[src/hw/wdt_params.svh]
// constants of the watchdog: register offsets, field positions, resets, timing
// assumes a 32-bit apb slave port with byte addresses
`ifndef WDT_PARAMS_SVH
`define WDT_PARAMS_SVH
// ==========================================================
// register byte offsets
`define WDT_OFF_CTRL      8'h00
`define WDT_OFF_COUNT     8'h04
`define WDT_OFF_CKSEL     8'h08
`define WDT_OFF_IRQ_STAT  8'h0C
`define WDT_OFF_IRQ_MASK  8'h10
// ==========================================================
// control/status field positions
`define WDT_CTL_CNT_INH   7
`define WDT_CTL_CNT_WE    6
`define WDT_CTL_CTL_INH   5
`define WDT_CTL_CTL_WE    4
`define WDT_CTL_RUN_INH   3
`define WDT_CTL_RUN       2
`define WDT_CTL_FLAG_INH  1
`define WDT_CTL_FLAG      0
// ==========================================================
// interrupt status positions
`define WDT_IRQ_OVF       0
`define WDT_IRQ_RST_END   1
// ==========================================================
// reset values and fixed read values
`define WDT_CKSEL_RESET   4'hF
`define WDT_CKSEL_RSVD    4'hF
`define WDT_COUNT_RESET   8'h00
`define WDT_COUNT_MAX     8'hFF
// ==========================================================
// timing
`define WDT_RST_OSC_CYCLES 256
`define WDT_PRESC_MIN_LOG  6
`define WDT_PRESC_W        13
`endif

[src/hw/wdt_pkg.sv]
// types shared by the watchdog design
// assumes wdt_params.svh is on the include path
`include "wdt_params.svh"
package wdt_pkg;
    typedef enum logic [2:0] {
        SEL_CTRL  = 3'b000,
        SEL_COUNT = 3'b001,
        SEL_CKSEL = 3'b010,
        SEL_ISTAT = 3'b011,
        SEL_IMASK = 3'b100,
        SEL_NONE  = 3'b111
    } reg_sel_e;

    typedef struct packed {
        logic [`WDT_PRESC_W-1:0] presc;
        logic                    osc_s1;
        logic                    osc_s2;
        logic                    osc_s3;
        logic                    pin_s1;
        logic                    pin_s2;
        logic [7:0]              count;
        logic [3:0]              cksel;
        logic                    cnt_we;
        logic                    ctl_we;
        logic                    run;
        logic                    flag;
        logic                    rst_act;
        logic [7:0]              rst_cnt;
        logic [1:0]              irq_stat;
        logic [1:0]              irq_mask;
        logic [31:0]             prdata;
    } wdt_state_s;
endpackage

[src/hw/watchdog.sv]
// watchdog: 8-bit up-counter with protected start and overflow reset pulse
// assumes apb master on sys_clk_in; osc clock and reset pin are asynchronous
// and much slower than sys_clk_in (at most a quarter of its rate)
`timescale 1ns/10ps
`default_nettype none
`include "wdt_params.svh"

// Notes on behaviour
// - 8-bit counter advances on selected input clock
// - clock-select bits 7..4 read one, ignore writes
// - clock-select field 3..0 read/write, resets ones
// - codes 1000..1111 pick clk/64..8192, 0xxx oscillator
// - run set needs inhibit zero, enable already set
// - tick at ff overflows, raises internal reset
// - internal reset lasts 256 oscillator cycles
// - written count becomes new start value
// - overflow sets flag, counter wraps to zero
// - enable changes only with inhibit zero; inhibit reads one
// - counter writable only while counter enable set
// - run and flag cleared by pin or write
module watchdog
    import wdt_pkg::*;
(
    input  wire logic        sys_clk_in,
    input  wire logic        reset_in,
    input  wire logic        osc_clk_in,
    input  wire logic        external_reset_pin_in,
    input  wire logic        psel_in,
    input  wire logic        penable_in,
    input  wire logic        pwrite_in,
    input  wire logic [7:0]  paddr_in,
    input  wire logic [31:0] pwdata_in,
    output logic      [31:0] prdata_out,
    output logic             pready_out,
    output logic             pslverr_out,
    output logic             wdt_reset_out,
    output logic             irq_out
);
    // ==========================================================
    // address decode
    function automatic reg_sel_e decode(input logic [7:0] addr);
        case (addr)
            `WDT_OFF_CTRL:     decode = SEL_CTRL;
            `WDT_OFF_COUNT:    decode = SEL_COUNT;
            `WDT_OFF_CKSEL:    decode = SEL_CKSEL;
            `WDT_OFF_IRQ_STAT: decode = SEL_ISTAT;
            `WDT_OFF_IRQ_MASK: decode = SEL_IMASK;
            default:           decode = SEL_NONE;
        endcase
    endfunction

    // ==========================================================
    // input clock choice
    function automatic logic sel_tick(
        input logic [3:0]              cks,
        input logic [`WDT_PRESC_W-1:0] presc,
        input logic                    osc_edge
    );
        logic ok;
        ok = 1'b1;
        for (int i = 0; i < `WDT_PRESC_W; i++) begin
            if (i < `WDT_PRESC_MIN_LOG + int'(cks[2:0])) begin
                ok = ok & presc[i];
            end
        end
        sel_tick = cks[3] ? ok : osc_edge;
    endfunction

    localparam wdt_state_s RESET_STATE = '{
        cksel:   `WDT_CKSEL_RESET,
        count:   `WDT_COUNT_RESET,
        default: '0
    };

    // last pulse count; the 256th oscillator edge ends the reset
    localparam logic [7:0] RST_LAST = 8'(`WDT_RST_OSC_CYCLES - 1);

    wdt_state_s q;
    wdt_state_s d;
    reg_sel_e   sel;
    logic       wr_en;
    logic       setup;
    logic       osc_edge;
    logic       tick;
    logic       cnt_wr;
    logic       ovf;
    logic       rst_end;
    logic [7:0] ctl_view;

    assign sel      = decode(paddr_in);
    assign wr_en    = psel_in & penable_in & pwrite_in;
    assign setup    = psel_in & ~penable_in;
    // second and third stages only; first stage feeds nothing else
    assign osc_edge = q.osc_s2 & ~q.osc_s3;
    assign tick     = sel_tick(q.cksel, q.presc, osc_edge);
    assign cnt_wr   = wr_en & (sel == SEL_COUNT) & q.cnt_we;
    assign ovf      = q.run & tick & (q.count == `WDT_COUNT_MAX) & ~cnt_wr;
    assign rst_end  = q.rst_act & osc_edge & (q.rst_cnt == RST_LAST) & ~ovf;
    // inhibit bits always read one
    assign ctl_view = {1'b1, q.cnt_we, 1'b1, q.ctl_we,
                       1'b1, q.run, 1'b1, q.flag};

    // ==========================================================
    // next state
    always_comb begin
        d = q;
        d.presc  = q.presc + `WDT_PRESC_W'(1);
        d.osc_s1 = osc_clk_in;
        d.osc_s2 = q.osc_s1;
        d.osc_s3 = q.osc_s2;
        d.pin_s1 = external_reset_pin_in;
        d.pin_s2 = q.pin_s1;

        // counter: a software load wins over a tick in the same cycle
        if (cnt_wr) begin
            d.count = pwdata_in[7:0];
        end else if (q.run && tick) begin
            d.count = q.count + 8'h01;
        end

        // control/status, each field guarded by its inhibit bit
        if (wr_en && sel == SEL_CTRL) begin
            if (!pwdata_in[`WDT_CTL_CNT_INH]) begin
                d.cnt_we = pwdata_in[`WDT_CTL_CNT_WE];
            end
            if (!pwdata_in[`WDT_CTL_CTL_INH]) begin
                d.ctl_we = pwdata_in[`WDT_CTL_CTL_WE];
            end
            // old enable value: start needs two writes
            if (q.ctl_we && !pwdata_in[`WDT_CTL_RUN_INH]) begin
                d.run = pwdata_in[`WDT_CTL_RUN];
            end
            if (q.ctl_we && !pwdata_in[`WDT_CTL_FLAG_INH]) begin
                // software may only clear the flag
                d.flag = q.flag & pwdata_in[`WDT_CTL_FLAG];
            end
        end
        if (ovf) begin
            d.flag = 1'b1;
        end
        if (q.pin_s2) begin
            d.run  = 1'b0;
            d.flag = 1'b0;
        end

        if (wr_en && sel == SEL_CKSEL) begin
            d.cksel = pwdata_in[3:0];
        end

        // internal reset pulse counted in oscillator edges
        if (ovf) begin
            d.rst_act = 1'b1;
            d.rst_cnt = 8'h00;
        end else if (q.rst_act && osc_edge) begin
            d.rst_cnt = q.rst_cnt + 8'h01;
            if (q.rst_cnt == RST_LAST) begin
                d.rst_act = 1'b0;
            end
        end

        // interrupt status: write one clears, new event wins
        if (wr_en && sel == SEL_ISTAT) begin
            d.irq_stat = q.irq_stat & ~pwdata_in[1:0];
        end
        d.irq_stat[`WDT_IRQ_OVF]     = d.irq_stat[`WDT_IRQ_OVF] | ovf;
        d.irq_stat[`WDT_IRQ_RST_END] = d.irq_stat[`WDT_IRQ_RST_END] | rst_end;
        if (wr_en && sel == SEL_IMASK) begin
            d.irq_mask = pwdata_in[1:0];
        end

        // read data captured in setup, presented in access
        if (setup) begin
            case (sel)
                SEL_CTRL:  d.prdata = {24'h00_0000, ctl_view};
                SEL_COUNT: d.prdata = {24'h00_0000, q.count};
                SEL_CKSEL: d.prdata = {24'h00_0000, `WDT_CKSEL_RSVD, q.cksel};
                SEL_ISTAT: d.prdata = {30'h0000_0000, q.irq_stat};
                SEL_IMASK: d.prdata = {30'h0000_0000, q.irq_mask};
                default:   d.prdata = 32'h0000_0000;
            endcase
        end
    end

    always_ff @(posedge sys_clk_in) begin
        if (reset_in) begin
            q <= RESET_STATE;
        end else begin
            q <= d;
        end
    end

    // ==========================================================
    // outputs
    assign prdata_out    = q.prdata;
    // zero wait states; unmapped addresses answer with an error
    assign pready_out    = 1'b1;
    assign pslverr_out   = psel_in & penable_in & (sel == SEL_NONE);
    assign wdt_reset_out = q.rst_act;
    assign irq_out       = |(q.irq_stat & q.irq_mask);
endmodule // watchdog

`default_nettype wire

[config.mk]
export PLATFORM = sky130hd
export DESIGN_NAME = watchdog
export DESIGN_NICKNAME = d
export VERILOG_FILES = /design/src/hw/wdt_pkg.sv /design/src/hw/watchdog.sv
export VERILOG_INCLUDE_DIRS = /design/src /design/src/hw
export SDC_FILE = /design/constraint.sdc
export NUM_CORES = 1
export LEC_CHECK = 0
export BUFFER_PORTS_ARGS = -buffer_cell sky130_fd_sc_hd__buf_2
export CORE_MARGIN = 5
export CORE_UTILIZATION = 35
export DETAILED_ROUTE_END_ITERATION = 16
export GPL_ROUTABILITY_DRIVEN = 0
export SLEW_MARGIN = 20
export SYNTH_ARGS = -nofsm -noshare
export SYNTH_HDL_FRONTEND = slang
export SYNTH_SLANG_ARGS = --single-unit
[constraint.sdc]
create_clock -name sys_clk_in -period 2.6 [get_ports sys_clk_in]
set_input_delay 0.39 -clock sys_clk_in [delete_from_list [all_inputs] [get_ports sys_clk_in]]
set_output_delay 0.39 -clock sys_clk_in [all_outputs]
set_load 0.02 [all_outputs]
**After elaboration in Yosys (flattened, before gate mapping)**

Cells that the tools add are included.

- Register bits after elaboration: 79
- Word-level logic and storage cells: 132
- Bits of input ports: 47

- Equal/unequal tests: 11
- Reduce and logical (&&, ||, !) cells: 25
- $add $sub $neg: 4
- Bitwise logic cells: 37
- Muxes and demuxes: 25
- Magnitude comparators: 13

Operator list:

| cell | count |
|---|---|
| < comparator 4 x 32 -> 1 bit (first input constant) | 4 |
| < comparator 5 x 32 -> 1 bit (first input constant) | 4 |
| < comparator 3 x 32 -> 1 bit (first input constant) | 2 |
| case mux 8 bit (5 select lines) | 1 |
| < comparator 1 x 32 -> 1 bit (first input constant) | 1 |
| < comparator 2 x 32 -> 1 bit (first input constant) | 1 |
| AND 1 bit | 26 |
| 2-to-1 mux 1 bit | 18 |
| 2-to-1 mux 9 bit | 2 |
| adder 8 x 1 -> 8 bit (second input constant) | 2 |
| equality test 8 x 4 -> 1 bit (second input constant) | 2 |
| equality test 8 bit (second input constant) | 2 |
| 2-to-1 mux 8 bit | 2 |
| case mux 3 bit (5 select lines) | 1 |
| adder 13 x 1 -> 13 bit (second input constant) | 1 |
| AND reduction 2 bit | 5 |
| nonzero test 2 bit | 5 |
| equality test 8 x 3 -> 1 bit (second input constant) | 1 |
| equality test 8 x 5 -> 1 bit (second input constant) | 1 |
| logical AND 1 bit | 8 |
| logical NOT 8 bit | 1 |
| equality test 3 x 2 -> 1 bit (second input constant) | 2 |
| equality test 3 bit (second input constant) | 2 |
| inverter 1 bit | 6 |
| other kinds (10) | 15 |

**Depth between registers and ports, before layout**

- Depth after elaboration: 34
- Mapped depth: 10

**Least setup slack after synthesis**

Ideal clock, no wire load.

- Kind: register to register
- Start point: reg q[50] (netlist bit)
- End point: reg q[59] (netlist bit)
- Path slack: 0.175 ns
- Path buffers: 1
- Library setup time: 0.091 ns
- Stages on the path, launching flop included: 9
- Data required time: 2.509 ns
- Arrival: 2.334 ns
- Cell sequence: dfxtp_1 -> buf_6 -> inv_2 -> ha_1 -> a21oi_1 -> a221o_1 -> o32a_4 -> or4_1 -> a311oi_1

- Word-level cells in the longest chain between the ends: 30
- Elaborated cells between the ends (all ways): 42
- Classes of those cells: 1 x add/sub; 13 x order compare; 14 x mux; 12 x bitwise; 2 x reduce/logical

RTL lines:

| what | RTL line | RTL |
|---|---|---|
| start: declaration | watchdog.sv:78 | `wdt_state_s q;` |
| start signal: assignment | watchdog.sv:186 | `q <= RESET_STATE;` |
| start signal: assignment | watchdog.sv:188 | `q <= d;` |
| adder 3 x 3 -> 4 bit (no line) (*) | - |  |
| < comparator 1 x 32 -> 1 bit | watchdog.sv:62 | `` if (i < `WDT_PRESC_MIN_LOG + int'(cks[2:0])) begin `` |
| 2-to-1 mux 1 bit | watchdog.sv:62 |  |
| AND 1 bit | watchdog.sv:63 | `ok = ok & presc[i];` |
| 2-to-1 mux 1 bit | watchdog.sv:62 |  |
| AND 1 bit | watchdog.sv:63 |  |
| 2-to-1 mux 1 bit | watchdog.sv:62 |  |
| AND 1 bit | watchdog.sv:63 |  |
| [... 14 more ...] | - |  |
| 2-to-1 mux 1 bit | watchdog.sv:62 |  |
| AND 1 bit | watchdog.sv:63 |  |
| 2-to-1 mux 1 bit | watchdog.sv:62 |  |
| AND 1 bit | watchdog.sv:63 |  |
| 2-to-1 mux 1 bit (*) | watchdog.sv:62 |  |
| 2-to-1 mux 1 bit (*) | watchdog.sv:66 | `sel_tick = cks[3] ? ok : osc_edge;` |
| logical AND 1 bit (*) | watchdog.sv:117 | `end else if (q.run && tick) begin` |
| nonzero test 2 bit (no line) (*) | - |  |

Mark *: on every way between the ends. The rest lies on a longest branch, timed or not.
A chain may end at the register's enable or synchronous reset.

**Worst setup path in the final report**

- Start point: reg q[50] (netlist bit)
- End point: reg q[56] (netlist bit)

The elaborated chain is that of the path after synthesis.

==> qor.txt <==
Vias = 2,417
P_leak = 1.30 nW
number of flops mapped to enable cells by yosys = 0
cts bufs inserted = 5
clock slew at reported path FFs = 0.10 ns
Hold WC Path Type = in -> reg
cell count after synthesis = 355
Final Cycle Share = 93.9%
Crit Reg-Reg Startpoint = q[50]
reg2reg setup slack = 0.16 ns
startpoint type of the worst setup path = register
critical path class = reg -> reg
initial antenna violation count = 1
Worst slew margin = 62.2%
outcome = complete, no violations
Synth Area in Compound Gates = 16.2%
clock sink count = 55
synthesized area = 3010 um2
DR iter-0 viols = 110
post-synthesis simple-gate area fraction = 22.4%
Detailed Routing Iterations Pass 1 = 5
XOR/XNOR Fraction of Synth Area = 4.37%
Mapped Avg Cell Area = 8.47 um2
worst-path cell chain = inv_2, ha_1, a21oi_1, a221o_1, o32a_4, buf_4, or3_1, a311oi_1
critical path arrival = 2.66 ns
Main synth FF type = dfxtp_1
starting density of the core = 36.2%
cell taking the most area after synthesis = dfxtp_1
residual DRC count = 0
Port Buffer Count = 33
vias per inst = 4.98
worst-margin pin slew = 0.566 ns
Hold Crit Depth = 2
die width = 103 um
Die H = 103 um
slowest CP cell = o32a_4
Crit. End Element = register
hold_sp = osc_clk_in
core box area = 8300 um2
Setup TNS = 0 ns
PnR worst setup slack = 0.159 ns
placed wire-length estimate = 4750 um
area share of fa/ha/maj cells after synthesis = 3.33%
crit-path max cell delay = 0.40 ns
die area = 10,500 um2
total track usage = 12.4%
CTS root buf = clkbuf_8
Hold Path Sink = d[64]
post-synth top area share = 36.6%
H-tree depth = 2
pin count of the biggest net entering global routing = 28
vias in the first global route = 2,279
WL/cell = 13.1 um
Place WS = 0.0883 ns
share of cells above drive strength 1 = 16.1%
worst-skew pair later-pin latency = 0.31 ns
# setup viols final = 0
max-slew violations = 0
Netlist cell types = 56
largest family of logic cells by synthesized area = simple AND/OR/NAND/NOR gates
PD cells = 461 nW/um2
R2R Path End = q[56]
CTS tree = done
CP max FO = 13
Final Hold Fails = 0
DRT antenna net count = 0
maximum root-to-sink buffer count = 2
Nets = 434
maximum vdd ir drop = 0.000309 V
Synth area leaders = dfxtp_1, buf_4, nor2_1
setup repair after global routing missed its margin = false
GRT overflow = 0
Routed WL = 6330 um
num rows = 33
Synth-to-Final Area Change = 6.74%
Peak Freq = 0.410 GHz
first-pass GRT wire length = 10,600 um
ANT cells = 0
flops & latches, synth = 55
clk_skew = 0.00966 ns
depth of the most critical reg-to-reg path = 8
number of placed I/O pins = 83
Period minus WS final = 2.44 ns
final hold slack = 0.278 ns
Max Cap Viol = 0
Critical path origin = q[50]
Critical Path RT = 2.82 ns
Seq/Total Area, Yosys = 36.6%
FFs w/ async S/R, synth = 0%
Synth Warn # = 0
mux cell area share after synthesis = 4.00%
Hold Buf Count CTS = 0
==> critical path, delay by kind of cell (launching register included) <==
kind	cells	cell delay, ns
DFF	1	0.37
AOI/OAI and AO/OA	4	1.09
buffers and inverters	2	0.24
adders and majority gates	1	0.34
and+or+nand+nor	1	0.33
==> cell families (layout without fill, tap and decap cells) <==
family | count (synthesis) | count (layout)
compound gates | 67 | 67
xor+xnor | 15 | 15
fa+ha+maj | 8 | 8
buf+inv | 60 | 62
flops | 55 | 55
mux | 12 | 12
other cells | 2 | 25
simple gates | 136 | 136
==> placed cells by master, fill, tap and decap left out, types with 8 or more instances in the layout <==
master    n
o21ai_0  15
nor2b_1   8
ha_1      8
a21oi_1  16
inv_1    12
buf_2    33
or3_1     9
mux2i_1  12
xor2_1   12
nand2_1  33
conb_1   25
nand3_1  18
nor2_1   38
dfxtp_1  54
buf_4     8
==> cell usage after synthesis, types with 2 or more instances <==
| master | n |
|---|---|
| o211ai_1 | 2 |
| o21ai_1 | 5 |
| a22o_1 | 2 |
| o22ai_1 | 3 |
| o21a_1 | 2 |
| nand2b_1 | 2 |
| conb_1 | 2 |
| ha_1 | 8 |
| xor2_1 | 12 |
| o31ai_1 | 2 |
| buf_4 | 34 |
| a311oi_1 | 6 |
| or3_1 | 9 |
| buf_6 | 3 |
| a211oi_1 | 2 |
| mux2i_1 | 12 |
| inv_1 | 12 |
| nor2b_1 | 8 |
| dfxtp_1 | 55 |
| or4_1 | 2 |
| o21ai_0 | 15 |
| and3_1 | 5 |
| nand3_1 | 18 |
| xnor2_1 | 3 |
| buf_1 | 2 |
| nand4_1 | 6 |
| nand2_1 | 33 |
| a21oi_1 | 16 |
| nor2_1 | 38 |
| nor3_1 | 4 |
| clkbuf_1 | 7 |
==> metrics by stage <==
step / std cells / total power [mW] / utilization [%] / instance area (um2)
global route: 485 / 1.55 / 38.7 / 3210
CTS: 483 / 1.51 / 38.5 / 3190
floorplan: 378 / 0.988 / - / 3090
global placement: 475 / 0.989 / 37.3 / 3100
detailed placement: 475 / 0.991 / 37.3 / 3100
finish: 485 / 1.48 / 38.7 / 3210
==> metal layers <==
metal / GRT usage [%] / share of wire (%)
met1: 17.4 / 48
met2: 19.2 / 42
met3: 2.91 / 8.2
met4: 3.23 / 1.5
met5: 0 / 0.32
==> cell type report <==
type	instances	area (um2)
Fill cell	861	5090
Multi-Input combinational cell	263	1610
Sequential cell	55	1100
Timing Repair Buffer	41	225
Tap cell	105	131
Clock buffer	7	86.3
Inverter	13	48.8
Clock inverter	1	8.76
==> how the worst max path moves through the flow <==
stage               slack [ns]  depth (start not counted)     to
finish                    0.16                          8  q[56]
global route              0.05                          7  q[59]
CTS                       0.09                          7  q[59]
detailed placement        0.09                          7  q[59]
global placement          0.15                          7  q[59]
floorplan                 0.17                          8  q[59]
==> sequential cells by signal, indices dropped and copies added, names as in the netlist <==
signal and flops:
prdata_out 8, wdt_reset_out 1, d 3, ctl_view 4
q 39
==> report_power, final <==
| part | total (mW) | internal (mW) | switching (mW) |
|---|---|---|---|
| Clock | 0.506 | 0.219 | 0.287 |
| Sequential | 0.856 | 0.850 | 0.00553 |
| Combinational | 0.116 | 0.0307 | 0.0853 |
==> timing repair <==
action,CTS,global route
setup buffers,0,2
gates resized for setup,0,1
endpoints found under the setup margin,0,1
(Power assumes the default switching activity.)
